### config.mk
export PLATFORM = sky130hd
export DESIGN_NAME = term_io_ports
export DESIGN_NICKNAME = d
export VERILOG_FILES = /design/src/logic/tio_pkg.sv /design/src/logic/term_io_ports.sv /design/src/logic/ser_tx.sv /design/src/logic/ser_rx.sv
export VERILOG_INCLUDE_DIRS = /design/src /design/src/logic
export SDC_FILE = /design/constraint.sdc
export NUM_CORES = 1
export LEC_CHECK = 0
export BUFFER_PORTS_ARGS = -buffer_cell sky130_fd_sc_hd__buf_2
export CAP_MARGIN = 10
export CELL_PAD_IN_SITES_DETAIL_PLACEMENT = 1
export CELL_PAD_IN_SITES_GLOBAL_PLACEMENT = 1
export CORE_MARGIN = 4
export CORE_UTILIZATION = 44
export CTS_BUF_LIST = sky130_fd_sc_hd__clkbuf_8
export CTS_CLUSTER_DIAMETER = 30
export DETAILED_ROUTE_END_ITERATION = 10
export PLACE_DENSITY = 0.8
export SLEW_MARGIN = 20
export SYNTH_ARGS = -nofsm -noshare
export SYNTH_HDL_FRONTEND = slang
export SYNTH_SLANG_ARGS = --single-unit
### constraint.sdc
create_clock -name mclk_i -period 2.7 [get_ports mclk_i]
set_input_delay 0.405 -clock mclk_i [delete_from_list [all_inputs] [get_ports mclk_i]]
set_output_delay 0.405 -clock mclk_i [all_outputs]
set_load 0.02 [all_outputs]
### src/logic/tio_params.svh
// Constants for the terminal port block: timing, offsets, fields, resets
`ifndef TIO_PARAMS_SVH
`define TIO_PARAMS_SVH
// ==========================================
// Timing
`define CLK_NS       20
`define TS_NS        65
`define TS_CYC       ((`TS_NS) / (`CLK_NS))
`define TS_LAST      4'h9
`define TS_FIRST     4'h0
`define SUB_LAST     2'(`TS_CYC - 1)
// ==========================================
// Register word indexes (byte address = 4 x index)
`define A_IRQ        3'h0
`define A_MASK       3'h1
`define A_BAUD       3'h2
`define A_STATE      3'h3
`define A_FLAGS      3'h4
`define BAUD_RST     8'h0F
`define IRQ_RX       0
`define IRQ_TX       1
`define IRQ_KEY      2
// ==========================================
// Bus source codes and keyboard geometry
`define SRC_NONE     2'h0
`define SRC_STATUS   2'h1
`define SRC_RX       2'h2
`define KEY_COUNT    7'h50
`define KEY_COLS     10
// ==========================================
// Serial framing, 16 samples a bit
`define OVS_LAST     4'hF
`define OVS_HALF     4'h7
`define BIT_LAST     3'h7
`endif

### src/logic/tio_pkg.sv
// Types shared by the terminal port block
package tio_pkg;
	typedef enum logic [1:0] {S_IDLE, S_START, S_DATA, S_STOP} ser_state_t;
endpackage : tio_pkg

### src/logic/term_io_ports.sv
// Terminal I/O board ports: serial, status, flags, keyboard, printer
//
// Chosen here: the Avalon-MM interface to the registers and the register offsets.
`timescale 1ns/1ps
`include "tio_params.svh"
module term_io_ports
	import tio_pkg::*;
(
	input  wire logic        mclk_i,
	input  wire logic        nrst_i,
	// Avalon-MM slave
	input  wire logic [4:0]  avs_address_i,
	input  wire logic        avs_read_i,
	input  wire logic        avs_write_i,
	input  wire logic [31:0] avs_writedata_i,
	output logic      [31:0] avs_readdata_o,
	output logic             avs_waitrequest_o,
	output logic             irq_o,
	// Processor side
	output logic      [3:0]  ts_o,
	input  wire logic [7:0]  acc_i,
	input  wire logic [7:0]  bus_in_i,
	output logic      [7:0]  bus_out_o,
	output logic             bus_oe_o,
	input  wire logic [1:0]  src_sel_i,
	input  wire logic        act_a_i,
	input  wire logic        act_b_i,
	input  wire logic        tx_load_i,
	output logic             key_up_o,
	output logic             key_hit_o,
	// Serial adapter slot
	output logic             txd_o,
	input  wire logic        rxd_i,
	input  wire logic [2:0]  modem_stat_i,
	output logic      [2:0]  modem_ctl_o,
	// Terminal conditions and flags
	input  wire logic [2:0]  term_stat_i,
	input  wire logic        prn_busy_i,
	output logic      [7:0]  misc_o,
	// Keyboard matrix
	output logic      [9:0]  key_col_o,
	input  wire logic [7:0]  key_row_i,
	input  wire logic        capitals_lock_key_i,
	// Printer
	output logic      [7:0]  prn_data_o,
	output logic             prn_strobe_o
);
	// ==========================================
	// Pin synchronisers
	logic [7:0]  row_s1_reg, row_s2_reg;
	logic [7:0]  pin_s1_reg, pin_s2_reg;
	logic        rxd_s1_reg, rxd_s2_reg;

	// Two flops before any reader
	always_ff @(posedge mclk_i or negedge nrst_i) begin
		if (!nrst_i) begin
			row_s1_reg <= 8'h00;
			row_s2_reg <= 8'h00;
			pin_s1_reg <= 8'h00;
			pin_s2_reg <= 8'h00;
			rxd_s1_reg <= 1'b1;
			rxd_s2_reg <= 1'b1;
		end else begin
			row_s1_reg <= key_row_i;
			row_s2_reg <= row_s1_reg;
			pin_s1_reg <= {term_stat_i, capitals_lock_key_i, prn_busy_i, modem_stat_i};
			pin_s2_reg <= pin_s1_reg;
			rxd_s1_reg <= rxd_i;
			rxd_s2_reg <= rxd_s1_reg;
		end
	end

	// ==========================================
	// Time states and count chain
	logic [3:0]  ts_reg;
	logic [1:0]  sub_reg;
	logic [7:0]  baud_reg, chain_reg;
	logic        tick_reg;
	wire         last_edge = (ts_reg == `TS_LAST) && (sub_reg == `SUB_LAST);
	// Ends at or past the divisor, so lowering it never forces a full wrap
	wire         chain_end = last_edge && (chain_reg >= baud_reg);

	// Each state lasts TS_CYC clocks; transfers act on the last clock of T9
	always_ff @(posedge mclk_i or negedge nrst_i) begin
		if (!nrst_i) begin
			ts_reg    <= `TS_FIRST;
			sub_reg   <= 2'h0;
			chain_reg <= 8'h00;
			tick_reg  <= 1'b0;
		end else begin
			sub_reg   <= (sub_reg == `SUB_LAST) ? 2'h0 : sub_reg + 2'h1;
			if (sub_reg == `SUB_LAST)
				ts_reg <= (ts_reg == `TS_LAST) ? `TS_FIRST : ts_reg + 4'h1;
			if (last_edge)
				chain_reg <= chain_end ? 8'h00 : chain_reg + 8'h01;
			tick_reg  <= chain_end;
		end
	end

	assign ts_o = ts_reg;

	// ==========================================
	// Strobe decode; A alone modem, B alone misc, both printer
	wire ld_modem = last_edge && act_a_i && !act_b_i;
	wire ld_misc  = last_edge && !act_a_i && act_b_i;
	wire ld_prn   = last_edge && act_a_i && act_b_i;
	wire ld_tx    = last_edge && tx_load_i;
	wire rd_rx    = last_edge && (src_sel_i == `SRC_RX);

	// ==========================================
	// Serial byte path
	logic [7:0]  rx_data, rx_byte_reg;
	logic        rx_valid, rx_full_reg, tx_busy, tx_done;

	ser_tx u_tx (
		.mclk_i (mclk_i),
		.nrst_i (nrst_i),
		.tick_i (tick_reg),
		.load_i (ld_tx),
		.data_i (bus_in_i),
		.txd_o  (txd_o),
		.busy_o (tx_busy),
		.done_o (tx_done)
	);

	ser_rx u_rx (
		.mclk_i  (mclk_i),
		.nrst_i  (nrst_i),
		.tick_i  (tick_reg),
		.rxd_i   (rxd_s2_reg),
		.data_o  (rx_data),
		.valid_o (rx_valid)
	);

	// Received byte waits for the processor; a new byte wins over the read
	always_ff @(posedge mclk_i or negedge nrst_i) begin
		if (!nrst_i) begin
			rx_byte_reg <= 8'h00;
			rx_full_reg <= 1'b0;
		end else begin
			if (rx_valid)
				rx_byte_reg <= rx_data;
			rx_full_reg <= rx_valid || (rx_full_reg && !rd_rx);
		end
	end

	// ==========================================
	// Holding registers for flags and printer
	always_ff @(posedge mclk_i or negedge nrst_i) begin
		if (!nrst_i) begin
			modem_ctl_o  <= 3'h0;
			misc_o       <= 8'h00;
			prn_data_o   <= 8'h00;
			prn_strobe_o <= 1'b0;
		end else begin
			if (ld_modem)
				modem_ctl_o <= acc_i[2:0];
			if (ld_misc)
				misc_o <= acc_i;
			if (ld_prn)
				prn_data_o <= acc_i; // Passed untouched
			prn_strobe_o <= ld_prn;
		end
	end

	// ==========================================
	// Status port and tri-state bus
	// Modem lines low three bits, then printer busy, capitals lock, terminal lines top three
	// Eight pin lines only; receive-full reads back in the state word
	wire [7:0] status_word = pin_s2_reg;
	wire       sel_status  = (src_sel_i == `SRC_STATUS);
	wire       sel_rx      = (src_sel_i == `SRC_RX);

	always_ff @(posedge mclk_i or negedge nrst_i) begin
		if (!nrst_i) begin
			bus_out_o <= 8'h00;
			bus_oe_o  <= 1'b0;
		end else begin
			bus_oe_o  <= sel_status || sel_rx; // Off when not the source
			bus_out_o <= sel_status ? status_word : (sel_rx ? rx_byte_reg : 8'h00);
		end
	end

	// ==========================================
	// Keyboard: key number = column x 8 + row
	wire       key_valid = (acc_i[6:0] < `KEY_COUNT) && !acc_i[7];
	wire       key_down  = key_valid && row_s2_reg[acc_i[2:0]];
	wire [9:0] col_next;

	genvar c;
	generate
		for (c = 0; c < `KEY_COLS; c++) begin : g_col
			assign col_next[c] = key_valid && (acc_i[6:3] == 4'(c));
		end
	endgenerate

	// Rows lag the column drive by the synchroniser; poll loop allows it
	always_ff @(posedge mclk_i or negedge nrst_i) begin
		if (!nrst_i) begin
			key_col_o <= 10'h000;
			key_up_o  <= 1'b1;
			key_hit_o <= 1'b0;
		end else begin
			key_col_o <= col_next;
			key_up_o  <= !key_down;
			key_hit_o <= key_down; // Branch condition
		end
	end

	// ==========================================
	// Avalon slave: one wait cycle, answer on the second edge
	logic [2:0]  irq_stat_reg, irq_mask_reg;
	logic        wait_reg;
	wire         req      = avs_read_i || avs_write_i;
	wire         done     = req && !wait_reg;
	wire [2:0]   idx      = avs_address_i[4:2];
	wire         wr_mask  = done && avs_write_i && (idx == `A_MASK);
	wire         wr_baud  = done && avs_write_i && (idx == `A_BAUD);
	wire         rd_irq   = done && avs_read_i && (idx == `A_IRQ);
	wire [2:0]   irq_set  = {key_down && !key_hit_o, tx_done, rx_valid};
	wire [31:0]  rd_next  = (idx == `A_IRQ)   ? {29'h0, irq_stat_reg} :
				(idx == `A_MASK)  ? {29'h0, irq_mask_reg} :
				(idx == `A_BAUD)  ? {24'h0, baud_reg} :
				(idx == `A_STATE) ? {21'h0, rx_full_reg, key_up_o, tx_busy, status_word} :
				(idx == `A_FLAGS) ? {21'h0, modem_ctl_o, misc_o} : 32'h0;

	always_ff @(posedge mclk_i or negedge nrst_i) begin
		if (!nrst_i) begin
			wait_reg       <= 1'b1;
			avs_readdata_o <= 32'h0;
		end else begin
			wait_reg       <= !(req && wait_reg);
			avs_readdata_o <= rd_next;
		end
	end

	assign avs_waitrequest_o = wait_reg;

	// Sticky events; set wins over the read clear
	always_ff @(posedge mclk_i or negedge nrst_i) begin
		if (!nrst_i) begin
			irq_stat_reg <= 3'h0;
			irq_mask_reg <= 3'h0;
			baud_reg     <= `BAUD_RST;
			irq_o        <= 1'b0;
		end else begin
			// Clear only what the read returned; a later event survives
			irq_stat_reg <= irq_set | (irq_stat_reg & ~(rd_irq ? avs_readdata_o[2:0] : 3'h0));
			if (wr_mask)
				irq_mask_reg <= avs_writedata_i[2:0];
			if (wr_baud)
				baud_reg <= avs_writedata_i[7:0]; // Serial rate divisor
			irq_o <= |(irq_stat_reg & irq_mask_reg);
		end
	end

	// Cover helper: a taken load awaiting its done pulse; a frame outlasts any short range
	logic        cov_tx_armed_reg;
	always_ff @(posedge mclk_i or negedge nrst_i) begin
		if (!nrst_i)
			cov_tx_armed_reg <= 1'b0;
		else if (ld_tx && !tx_busy)
			cov_tx_armed_reg <= 1'b1;
		else if (tx_done)
			cov_tx_armed_reg <= 1'b0;
	end
endmodule : term_io_ports

### src/logic/ser_tx.sv
// Asynchronous serial transmitter, one start, eight data, one stop bit
`timescale 1ns/1ps
`include "tio_params.svh"
module ser_tx
	import tio_pkg::*;
(
	input  wire logic       mclk_i,
	input  wire logic       nrst_i,
	input  wire logic       tick_i,
	input  wire logic       load_i,
	input  wire logic [7:0] data_i,
	output logic            txd_o,
	output logic            busy_o,
	output logic            done_o
);
	ser_state_t state_reg;
	logic [3:0] os_reg;
	logic [2:0] bit_reg;
	logic [7:0] sh_reg;
	wire        bit_end = tick_i && (os_reg == `OVS_LAST);

	// ==========================================
	// Shifter; a load while busy is ignored
	always_ff @(posedge mclk_i or negedge nrst_i) begin
		if (!nrst_i) begin
			state_reg <= S_IDLE;
			os_reg    <= 4'h0;
			bit_reg   <= 3'h0;
			sh_reg    <= 8'h00;
			txd_o     <= 1'b1;
			done_o    <= 1'b0;
		end else begin
			done_o <= 1'b0;
			if (tick_i)
				os_reg <= os_reg + 4'h1;
			unique case (state_reg)
				S_IDLE: begin
					txd_o <= 1'b1; // Idle line is marking
					if (load_i) begin
						sh_reg    <= data_i;
						state_reg <= S_START;
						os_reg    <= 4'h0;
					end
				end
				S_START: begin
					txd_o <= 1'b0;
					if (bit_end) begin
						state_reg <= S_DATA;
						bit_reg   <= 3'h0;
					end
				end
				S_DATA: begin
					txd_o <= sh_reg[0]; // LSB first
					if (bit_end) begin
						sh_reg  <= {1'b0, sh_reg[7:1]};
						bit_reg <= bit_reg + 3'h1;
						if (bit_reg == `BIT_LAST)
							state_reg <= S_STOP;
					end
				end
				S_STOP: begin
					txd_o <= 1'b1;
					if (bit_end) begin
						state_reg <= S_IDLE;
						done_o    <= 1'b1;
					end
				end
			endcase
		end
	end

	assign busy_o = (state_reg != S_IDLE);
endmodule : ser_tx

### src/logic/ser_rx.sv
// Asynchronous serial receiver, 16 samples a bit, mid-bit decision
`timescale 1ns/1ps
`include "tio_params.svh"
module ser_rx
	import tio_pkg::*;
(
	input  wire logic       mclk_i,
	input  wire logic       nrst_i,
	input  wire logic       tick_i,
	input  wire logic       rxd_i,
	output logic [7:0]      data_o,
	output logic            valid_o
);
	ser_state_t state_reg;
	logic [3:0] os_reg;
	logic [2:0] bit_reg;

	// ==========================================
	// Start is rechecked at half bit to reject glitches
	always_ff @(posedge mclk_i or negedge nrst_i) begin
		if (!nrst_i) begin
			state_reg <= S_IDLE;
			os_reg    <= 4'h0;
			bit_reg   <= 3'h0;
			data_o    <= 8'h00;
			valid_o   <= 1'b0;
		end else begin
			valid_o <= 1'b0;
			if (tick_i) begin
				os_reg <= os_reg + 4'h1;
				unique case (state_reg)
					S_IDLE: begin
						os_reg <= 4'h0;
						if (!rxd_i)
							state_reg <= S_START;
					end
					S_START: begin
						if (os_reg == `OVS_HALF) begin
							os_reg    <= 4'h0;
							bit_reg   <= 3'h0;
							state_reg <= rxd_i ? S_IDLE : S_DATA;
						end
					end
					S_DATA: begin
						if (os_reg == `OVS_LAST) begin
							data_o  <= {rxd_i, data_o[7:1]};
							bit_reg <= bit_reg + 3'h1;
							if (bit_reg == `BIT_LAST)
								state_reg <= S_STOP;
						end
					end
					S_STOP: begin
						if (os_reg == `OVS_LAST) begin
							valid_o   <= rxd_i; // Framing error drops the byte
							state_reg <= S_IDLE;
						end
					end
				endcase
			end
		end
	end
endmodule : ser_rx

==> run_summary.xml, run 1 <==
<?xml version="1.0" encoding="UTF-8"?>
<metrics>
  <group name="status">
    <metric name="outcome" unit="">completed</metric>
  </group>
  <group name="clocking">
    <metric name="cts.root.buffer_cell" unit="">sky130_fd_sc_hd__clkbuf_8</metric>
    <metric name="post-cts-setup-buffer-count" unit="">0</metric>
    <metric name="clock_tree_from_tritoncts" unit="">done</metric>
    <metric name="numCtsBuffers" unit="">17</metric>
    <metric name="clock_path_buffers" unit="">2</metric>
    <metric name="insertion_delay" unit="ns">0.46</metric>
    <metric name="cts.htree.levels" unit="">4</metric>
    <metric name="clock-sinks" unit="">163</metric>
    <metric name="worst_setup_hold_path_clk_slew" unit="ns">0.10</metric>
  </group>
  <group name="layout">
    <metric name="stdcell_count" unit="">899</metric>
    <metric name="drive_above_1_share" unit="%">32.8</metric>
    <metric name="n_fill_cell" unit="">1632</metric>
    <metric name="post_route_cell_area" unit="mm2">0.00804</metric>
    <metric name="top_register" unit="">avs_readdata_o</metric>
    <metric name="footprint_of_the_multi_input_gates" unit="mm2">0.00251</metric>
    <metric name="largest_register_ffs" unit="">11</metric>
    <metric name="fin_nets" unit="">779</metric>
    <metric name="antenna-diode-count" unit="">0</metric>
    <metric name="sequential_cell_area_in_the_final_layout" unit="mm2">0.00409</metric>
    <metric name="reg_top3" unit="">avs_readdata_o x11, key_col_o x10</metric>
    <metric name="syn2layout_area_growth" unit="%">17.3</metric>
  </group>
  <group name="sta">
    <metric name="final_min_period_over_clock_period" unit="%">84.7</metric>
    <metric name="grt_setup_unrepaired" unit="">false</metric>
    <metric name="final_critical_path_setup_slack" unit="ns">0.414</metric>
    <metric name="final.setup_skew" unit="ns">0.0199</metric>
    <metric name="hold_ws" unit="ns">0.0382</metric>
    <metric name="max_slew.worst_pin.slew" unit="ns">1.15</metric>
    <metric name="hold_violations" unit="">0</metric>
    <metric name="setup-violations-final" unit="">0</metric>
    <metric name="setup-tns-final" unit="ns">0</metric>
    <metric name="max-slew-margin-rel" unit="%">23.4</metric>
    <metric name="final_period_minus_worst_setup_slack" unit="ns">2.29</metric>
    <metric name="maxClockFrequency" unit="MHz">437</metric>
    <metric name="final-max-slew-violation-count" unit="">0</metric>
  </group>
  <group name="critical_path">
    <metric name="crit_path_kind" unit="">register to register</metric>
    <metric name="crit_path_max_fanout" unit="">7</metric>
    <metric name="cp_data_arrival_time" unit="ns">2.67</metric>
    <metric name="critPathRequiredTime" unit="ns">3.08</metric>
    <metric name="r2r_slack" unit="ns">0.41</metric>
    <metric name="slowest_stage" unit="">sky130_fd_sc_hd__dfstp_2</metric>
    <metric name="critPathLaunchType" unit="">register</metric>
    <metric name="cpPeakStageDelay" unit="ns">0.54</metric>
    <metric name="critical_path.endpoint_type" unit="">register</metric>
    <metric name="cell_by_cell_listing_of_the_critical_path" unit="">inv_1, ha_1, or4_4, a21oi_4, o31ai_2, or4_1, o21ai_1</metric>
  </group>
  <group name="floorplanning">
    <metric name="core-area" unit="mm2">0.0153</metric>
    <metric name="floorplan.die.width" unit="um">133</metric>
    <metric name="starting_density_of_the_core" unit="%">44.9</metric>
    <metric name="die-height" unit="um">133</metric>
    <metric name="die_area" unit="mm2">0.0176</metric>
    <metric name="io-pin-count" unit="">159</metric>
    <metric name="num_rows" unit="">45</metric>
  </group>
  <group name="power_and_ir_drop">
    <metric name="power.switching_fraction" unit="%">28.2</metric>
    <metric name="vdd_ir_drop_max" unit="mV">0.343</metric>
    <metric name="power.density" unit="mW/mm2">699</metric>
    <metric name="clock_power_share" unit="%">34.4</metric>
    <metric name="power.leakage" unit="uW">0.00404</metric>
    <metric name="share_comb_of_total_power" unit="%">15.9</metric>
    <metric name="power.switching" unit="uW">1590</metric>
    <metric name="power_frac_seq" unit="%">49.7</metric>
    <metric name="cellInternalPower" unit="uW">4040</metric>
  </group>
  <group name="routing">
    <metric name="detail_route.first_pass.iterations" unit="">5</metric>
    <metric name="initialDrtViolationCount" unit="">211</metric>
    <metric name="drtAntennaViolNets" unit="">0</metric>
    <metric name="postRouteWirelength" unit="um">15300</metric>
    <metric name="routedWlPerCell" unit="um">17.0</metric>
    <metric name="drc" unit="">0</metric>
    <metric name="vias_per_cell" unit="">5.06</metric>
    <metric name="routed-via-count" unit="">4549</metric>
  </group>
  <group name="synth">
    <metric name="number_of_unique_standard_cell_types_used_by_synthesis" unit="">54</metric>
    <metric name="synthesis.instances" unit="">554</metric>
    <metric name="yosys_register_bits" unit="">163</metric>
    <metric name="postSynthAreaPerCell" unit="um2">12.4</metric>
    <metric name="synth_edf_count" unit="">0</metric>
    <metric name="yosysWarningCount" unit="">0</metric>
    <metric name="synth-main-ff-cell" unit="">sky130_fd_sc_hd__dfrtp_1</metric>
    <metric name="synth-seq-area-share" unit="%">59.7</metric>
    <metric name="postSynth.asyncResetShare" unit="%">100</metric>
    <metric name="netlist_area" unit="mm2">0.00686</metric>
  </group>
  <group name="placed_design">
    <metric name="gpl.final_weighted_congestion" unit="">0.764</metric>
    <metric name="post-place-cells" unit="">866</metric>
    <metric name="dp_slack" unit="ns">0.441</metric>
    <metric name="place_hpwl" unit="um">11300</metric>
    <metric name="placedInstanceArea" unit="mm2">0.00760</metric>
    <metric name="placement.io_buffers" unit="">111</metric>
  </group>
  <group name="grt">
    <metric name="number_of_antenna_violations_at_the_first_check_in_global_routing" unit="">0</metric>
    <metric name="gr-total-overflow" unit="">0</metric>
    <metric name="grt.total_usage" unit="%">18.4</metric>
    <metric name="first_global_vias" unit="">5131</metric>
    <metric name="grt_start_max_net_pins" unit="">69</metric>
    <metric name="grt_first_pass_wirelength" unit="um">25900</metric>
  </group>
  <group name="run">
    <metric name="cap_violations" unit="">0</metric>
  </group>
  <group name="hold_path">
    <metric name="hold_path_class" unit="">input pin to register</metric>
  </group>
</metrics>
==> critical path: cells and delay by family (launching register included) <==
kind / cells / cell delay, ns
adder cells (fa/ha/maj): 1 / 0.19
AO/OA/AOI/OAI: 3 / 0.39
AND/OR/NAND/NOR: 2 / 1.04
buffers and inverters: 1 / 0.05
flip-flops: 1 / 0.54
==> path summary, 6_finish.rpt <==
path / endpoint / depth (start not counted) / start
min in group asynchronous: u_rx.bit_reg[2] / 2 / nrst_i
worst max-delay path: chain_reg[4] / 7 / baud_reg[1]
max in group asynchronous: key_up_o / 3 / nrst_i
worst min-delay path: pin_s1_reg[5] / 1 / term_stat_i[0]
worst min register to register: pin_s2_reg[6] / 0 / pin_s1_reg[6]
worst max register to register: chain_reg[4] / 7 / baud_reg[1]
==> cell families (layout without fill, tap and decap cells) <==
kind of cell,count (synthesis),in the layout,share of synthesized area (%)
flops,163,163,59.7
mux,80,80,13.1
compound gates,76,76,7.10
xor+xnor,5,5,0.639
fa+ha+maj,25,25,4.56
simple gates,138,138,10.1
other cells,1,21,0.0547
buf+inv,66,180,4.82
==> cell usage in the layout, fill, tap and decap left out, types with 3 or more instances in the layout <==
master,count
sky130_fd_sc_hd__nand2_1,53
sky130_fd_sc_hd__nor3_1,6
sky130_fd_sc_hd__nand3b_1,4
sky130_fd_sc_hd__a32o_1,5
sky130_fd_sc_hd__mux2_2,56
sky130_fd_sc_hd__or3_1,4
sky130_fd_sc_hd__nand2b_1,8
sky130_fd_sc_hd__buf_4,5
sky130_fd_sc_hd__nand3_1,9
sky130_fd_sc_hd__a21o_1,5
sky130_fd_sc_hd__o22ai_1,5
sky130_fd_sc_hd__conb_1,21
sky130_fd_sc_hd__nand4_1,3
sky130_fd_sc_hd__nor2_1,28
sky130_fd_sc_hd__inv_8,3
sky130_fd_sc_hd__mux2i_1,22
sky130_fd_sc_hd__bufinv_16,3
sky130_fd_sc_hd__inv_1,30
sky130_fd_sc_hd__o21a_1,5
sky130_fd_sc_hd__o21ai_0,33
sky130_fd_sc_hd__xor2_1,3
sky130_fd_sc_hd__buf_2,110
sky130_fd_sc_hd__dfrtp_1,154
sky130_fd_sc_hd__a21oi_1,10
sky130_fd_sc_hd__inv_6,4
sky130_fd_sc_hd__dfstp_2,9
sky130_fd_sc_hd__nor2b_1,5
sky130_fd_sc_hd__clkbuf_8,18
sky130_fd_sc_hd__ha_1,25
sky130_fd_sc_hd__and3_1,3
==> area by class of cell <==
class                           count  area share [%]
Sequential cell                   163            50.9
Multi-Input combinational cell    345            31.2
Timing Repair Buffer              118            7.83
Tap cell                          211            3.28
Clock buffer                       18            3.08
Clock inverter                     14            2.33
Inverter                           30            1.40
==> power groups by stage <==
stage          sequential [uW]  combinational, uW  clock [uW]
2_1_floorplan             2860                577           0
3_3_place_gp              2820                850           0
3_5_place_dp              2840                904           0
4_1_cts                   2790                911        1980
5_1_grt                   2820                998        2090
6_report                  2790                896        1930
==> what timing repair did <==
item,4_1_cts,5_1_grt
resized for setup,0,0
endpoints found under the hold margin,51,0
hold buffers,1,0
==> routing by layer <==
layer,global-route usage [%],routed length [um],up-vias
li1,-,-,2105
met1,21.4,6280,2315
met2,32.3,7990,104
met3,4.45,721,25
met4,7.74,299,0
met5,0,0,-
==> metrics by stage <==
| step | total power (uW) | utilization (%) |
|---|---|---|
| floorplan | 3440 | - |
| global route | 5910 | 52.7 |
| CTS | 5690 | 52.7 |
| finish | 5620 | 52.7 |
| global placement | 3670 | 49.8 |
| detailed placement | 3750 | 49.8 |
==> synth_stat cells, types with 3 or more instances <==
| master | count | area [um2] |
|---|---|---|
| sky130_fd_sc_hd__and3_1 | 3 | 18.8 |
| sky130_fd_sc_hd__buf_4 | 21 | 158 |
| sky130_fd_sc_hd__dfrtp_1 | 154 | 3850 |
| sky130_fd_sc_hd__nor3_1 | 6 | 30.0 |
| sky130_fd_sc_hd__or3_1 | 4 | 25.0 |
| sky130_fd_sc_hd__buf_2 | 3 | 15.0 |
| sky130_fd_sc_hd__nand3b_1 | 4 | 30.0 |
| sky130_fd_sc_hd__clkbuf_1 | 11 | 41.3 |
| sky130_fd_sc_hd__mux2i_1 | 22 | 220 |
| sky130_fd_sc_hd__o21ai_0 | 33 | 165 |
| sky130_fd_sc_hd__a32o_1 | 5 | 50.1 |
| sky130_fd_sc_hd__nand2_1 | 53 | 199 |
| sky130_fd_sc_hd__nand3_1 | 9 | 45.0 |
| sky130_fd_sc_hd__nand4_1 | 3 | 18.8 |
| sky130_fd_sc_hd__a21o_1 | 5 | 37.5 |
| sky130_fd_sc_hd__ha_1 | 25 | 313 |
| sky130_fd_sc_hd__o22ai_1 | 5 | 31.3 |
| sky130_fd_sc_hd__o21a_1 | 5 | 37.5 |
| sky130_fd_sc_hd__xor2_1 | 3 | 26.3 |
| sky130_fd_sc_hd__a21oi_1 | 10 | 50.1 |
| sky130_fd_sc_hd__nor2_1 | 28 | 105 |
| sky130_fd_sc_hd__nor2b_1 | 5 | 31.3 |
| sky130_fd_sc_hd__mux2_2 | 56 | 631 |
| sky130_fd_sc_hd__dfstp_2 | 9 | 236 |
| sky130_fd_sc_hd__nand2b_1 | 8 | 50.1 |
| sky130_fd_sc_hd__inv_1 | 30 | 113 |
Note: power is estimated with default switching activity, not from simulation.
==> run 2, diff against run 1 <==
--- a/config.mk
+++ b/config.mk
@@ -6,16 +6,17 @@
 export SDC_FILE = /design/constraint.sdc
 export NUM_CORES = 1
 export LEC_CHECK = 0
+export ABC_AREA = 1
 export BUFFER_PORTS_ARGS = -buffer_cell sky130_fd_sc_hd__buf_2
 export CAP_MARGIN = 10
 export CELL_PAD_IN_SITES_DETAIL_PLACEMENT = 1
 export CELL_PAD_IN_SITES_GLOBAL_PLACEMENT = 1
 export CORE_MARGIN = 4
-export CORE_UTILIZATION = 44
+export CORE_UTILIZATION = 38
 export CTS_BUF_LIST = sky130_fd_sc_hd__clkbuf_8
 export CTS_CLUSTER_DIAMETER = 30
 export DETAILED_ROUTE_END_ITERATION = 10
-export PLACE_DENSITY = 0.8
+export PLACE_DENSITY = 0.75
 export SLEW_MARGIN = 20
 export SYNTH_ARGS = -nofsm -noshare
 export SYNTH_HDL_FRONTEND = slang
==> constraint.sdc (replaced) <==
create_clock -name mclk_i -period 1.95 [get_ports mclk_i]
set_input_delay 0.2925 -clock mclk_i [delete_from_list [all_inputs] [get_ports mclk_i]]
set_output_delay 0.2925 -clock mclk_i [all_outputs]
set_load 0.02 [all_outputs]
==> run_summary.xml, run 2 <==
<?xml version="1.0" encoding="UTF-8"?>
<metrics>
  <group name="layout">
    <metric name="syn2layout_area_growth" unit="%">19.9</metric>
    <metric name="fin_nets" unit="">962</metric>
    <metric name="post-route-util" unit="%">46.6</metric>
    <metric name="most-common-layout-cells" unit="">sky130_fd_sc_hd__dfrtp_1 (154), sky130_fd_sc_hd__nand2_1 (145), sky130_fd_sc_hd__buf_2 (110)</metric>
    <metric name="post_route_cell_area" unit="mm2">0.00839</metric>
    <metric name="n_fill_cell" unit="">2115</metric>
    <metric name="footprint_of_the_multi_input_gates" unit="mm2">0.00234</metric>
    <metric name="layout.cells.most_common" unit="">sky130_fd_sc_hd__dfrtp_1</metric>
    <metric name="sequential_cell_area_in_the_final_layout" unit="mm2">0.00409</metric>
    <metric name="top_register" unit="">avs_readdata_o</metric>
    <metric name="antenna-diode-count" unit="">0</metric>
    <metric name="largest_register_ffs" unit="">11</metric>
    <metric name="reg_top3" unit="">avs_readdata_o x11, key_col_o x10</metric>
    <metric name="drive_above_1_share" unit="%">22.6</metric>
  </group>
  <group name="placed_design">
    <metric name="gpl.final_weighted_congestion" unit="">0.827</metric>
    <metric name="placedInstanceArea" unit="mm2">0.00779</metric>
    <metric name="place_hpwl" unit="um">12500</metric>
    <metric name="placement.io_buffers" unit="">111</metric>
  </group>
  <group name="synth">
    <metric name="netlist.top_cell.by_area" unit="">sky130_fd_sc_hd__dfrtp_1</metric>
    <metric name="synth_edf_count" unit="">0</metric>
    <metric name="postSynth.asyncResetShare" unit="%">100</metric>
    <metric name="netlist_area" unit="mm2">0.00700</metric>
    <metric name="area_share_of_the_largest_cell_type_after_synthesis" unit="%">55.0</metric>
    <metric name="synth-main-ff-cell" unit="">sky130_fd_sc_hd__dfrtp_1</metric>
    <metric name="synthesis.instances" unit="">710</metric>
    <metric name="number_of_unique_standard_cell_types_used_by_synthesis" unit="">40</metric>
    <metric name="yosys-top-cells-area" unit="">sky130_fd_sc_hd__dfrtp_1 (55%), sky130_fd_sc_hd__nand2_1 (7.8%), sky130_fd_sc_hd__inv_1 (5.5%), sky130_fd_sc_hd__ha_1 (4.5%), sky130_fd_sc_hd__o21ai_0 (3.6%)</metric>
    <metric name="yosysWarningCount" unit="">0</metric>
    <metric name="postSynthAreaPerCell" unit="um2">9.86</metric>
    <metric name="synth-seq-area-share" unit="%">58.4</metric>
    <metric name="synth.most_common_cell" unit="">sky130_fd_sc_hd__dfrtp_1</metric>
    <metric name="post_synth_most_frequent_cells" unit="">sky130_fd_sc_hd__dfrtp_1 (154), sky130_fd_sc_hd__nand2_1 (145), sky130_fd_sc_hd__inv_1 (103)</metric>
    <metric name="yosys_register_bits" unit="">163</metric>
  </group>
  <group name="power_and_ir_drop">
    <metric name="power.switching_fraction" unit="%">30.7</metric>
    <metric name="power.leakage" unit="uW">0.00444</metric>
    <metric name="power.density" unit="mW/mm2">920</metric>
    <metric name="vdd_ir_drop_max" unit="mV">0.598</metric>
    <metric name="share_comb_of_total_power" unit="%">17.4</metric>
    <metric name="power.switching" unit="uW">2370</metric>
    <metric name="clock_power_share" unit="%">32.9</metric>
    <metric name="power_frac_seq" unit="%">49.7</metric>
    <metric name="cellInternalPower" unit="uW">5360</metric>
  </group>
  <group name="grt">
    <metric name="number_of_antenna_violations_at_the_first_check_in_global_routing" unit="">0</metric>
    <metric name="grt_first_pass_wirelength" unit="um">27700</metric>
    <metric name="grt_start_max_net_pins" unit="">46</metric>
    <metric name="grt.total_usage" unit="%">17.0</metric>
    <metric name="first_global_vias" unit="">5511</metric>
    <metric name="gr-total-overflow" unit="">0</metric>
  </group>
  <group name="clocking">
    <metric name="cts.root.buffer_cell" unit="">sky130_fd_sc_hd__clkbuf_8</metric>
    <metric name="clock_path_buffers" unit="">2</metric>
    <metric name="clock_tree_from_tritoncts" unit="">done</metric>
    <metric name="worst_setup_hold_path_clk_slew" unit="ns">0.10</metric>
    <metric name="post-cts-setup-buffer-count" unit="">0</metric>
    <metric name="cts.htree.levels" unit="">4</metric>
    <metric name="insertion_delay" unit="ns">0.45</metric>
    <metric name="clock-sinks" unit="">163</metric>
    <metric name="numCtsBuffers" unit="">17</metric>
  </group>
  <group name="critical_path">
    <metric name="slowest_stage" unit="">sky130_fd_sc_hd__dfrtp_1</metric>
    <metric name="critPathRequiredTime" unit="ns">2.29</metric>
    <metric name="cp_data_arrival_time" unit="ns">2.11</metric>
    <metric name="crit_path_max_fanout" unit="">7</metric>
    <metric name="cpPeakStageDelay" unit="ns">0.41</metric>
    <metric name="crit_path_kind" unit="">register to register</metric>
    <metric name="critical_path.endpoint_type" unit="">register</metric>
    <metric name="critPathLaunchType" unit="">register</metric>
    <metric name="worst_path_most_repeated_cell" unit="">sky130_fd_sc_hd__nand2_1</metric>
    <metric name="cell_by_cell_listing_of_the_critical_path" unit="">inv_1, ha_1, or2_2, o21ai_0, nand3_1, nand2_1, nand2_1</metric>
    <metric name="r2r_slack" unit="ns">0.18</metric>
  </group>
  <group name="floorplanning">
    <metric name="core-area" unit="mm2">0.0180</metric>
    <metric name="io-pin-count" unit="">159</metric>
    <metric name="starting_density_of_the_core" unit="%">38.8</metric>
    <metric name="floorplan.die.width" unit="um">144</metric>
    <metric name="die_area" unit="mm2">0.0207</metric>
    <metric name="die-height" unit="um">144</metric>
    <metric name="num_rows" unit="">49</metric>
  </group>
  <group name="sta">
    <metric name="final_min_period_over_clock_period" unit="%">90.6</metric>
    <metric name="hold_violations" unit="">0</metric>
    <metric name="setup-violations-final" unit="">0</metric>
    <metric name="maxClockFrequency" unit="MHz">566</metric>
    <metric name="max-slew-margin-rel" unit="%">64.9</metric>
    <metric name="grt_setup_unrepaired" unit="">false</metric>
    <metric name="final-max-slew-violation-count" unit="">0</metric>
    <metric name="max_slew.worst_pin.slew" unit="ns">0.525</metric>
    <metric name="final.setup_skew" unit="ns">0.0106</metric>
    <metric name="final_period_minus_worst_setup_slack" unit="ns">1.77</metric>
    <metric name="setup-tns-final" unit="ns">0</metric>
  </group>
  <group name="routing">
    <metric name="drc" unit="">0</metric>
    <metric name="initialDrtViolationCount" unit="">208</metric>
    <metric name="drtAntennaViolNets" unit="">0</metric>
    <metric name="detail_route.first_pass.iterations" unit="">4</metric>
    <metric name="vias_per_cell" unit="">4.71</metric>
    <metric name="routedWlPerCell" unit="um">15.1</metric>
    <metric name="routed-via-count" unit="">5186</metric>
    <metric name="postRouteWirelength" unit="um">16700</metric>
  </group>
  <group name="status">
    <metric name="outcome" unit="">completed</metric>
  </group>
  <group name="run">
    <metric name="cap_violations" unit="">0</metric>
  </group>
  <group name="hold_path">
    <metric name="hold_path_class" unit="">input pin to register</metric>
  </group>
</metrics>
## run 2: area by class of cell
cell class                 count  area share, %
clock buffer                  17           2.79
inverter                     107           4.79
timing repair buffer         140           10.3
sequential                   163           48.7
multi-input combinational    429           27.9
tap                          229           3.41
clock inverter                15           2.01
## run 2: critical path, delay by kind of cell, from the launching register on
kind,cells,cell delay (ns)
flip-flops,1,0.41
adder cells (fa/ha/maj),1,0.29
AND/OR/NAND/NOR,4,0.60
buffers and inverters,1,0.09
AO/OA/AOI/OAI,1,0.28
## run 2: routing by layer
layer / wire [um] / vias to the layer above / GRT usage (%)
met5: 0 / - / 0
met4: 252 / 0 / 4.66
met3: 720 / 19 / 3.66
met2: 8420 / 96 / 28.7
met1: 7260 / 2554 / 22.1
li1: - / 2517 / -
## run 2: power by group through the flow
stage               logic [uW]  clock network (uW)  registers, uW
finish                    1340                2540           3840
global route              1520                2790           3870
CTS                       1370                2620           3840
detailed placement        1330                   0           3910
global placement          1290                   0           3900
floorplan                  868                   0           3960
## run 2: repair_timing
| action | in CTS | in global routing |
|---|---|---|
| hold endpoints to repair | 57 | 0 |
| endpoints found under the setup margin | 0 | 0 |
| hold buffers | 20 | 0 |
| resized for setup | 0 | 0 |
## run 2: final timing paths
kind,from,to,cells past startpoint
min in group asynchronous,nrst_i,avs_readdata_o[2],2
setup / recovery,u_tx.state_reg[0],u_tx.state_reg[1],7
hold / removal,acc_i[3],key_col_o[2],2
hold reg to reg,row_s1_reg[1],row_s2_reg[1],0
setup reg to reg,u_tx.state_reg[0],u_tx.state_reg[1],7
max in group asynchronous,nrst_i,rxd_s2_reg,3
## run 2: cells by family after synthesis
| kind of cell | Yosys count | share of synthesized area, % |
|---|---|---|
| simple gates | 266 | 17.5 |
| flops | 163 | 58.4 |
| buf+inv | 138 | 9.15 |
| compound gates | 103 | 8.53 |
| fa+ha+maj | 25 | 4.47 |
| xor+xnor | 7 | 0.876 |
| mux | 7 | 1.00 |
| other cells | 1 | 0.0536 |
## run 2: metrics by stage
step | power [uW] | setup slack (ns) | hold WS [ns] | instances
after floorplan | 4830 | 0.382 | -0.00309 | 730
after global placement | 5180 | 0.249 | 0.249 | 1048
after detailed placement | 5240 | 0.212 | 0.260 | 1048
after CTS | 7830 | 0.180 | 0.0344 | 1100
after global routing | 8180 | 0.0576 | 0.0326 | 1100
final | 7720 | 0.183 | 0.0653 | 1100
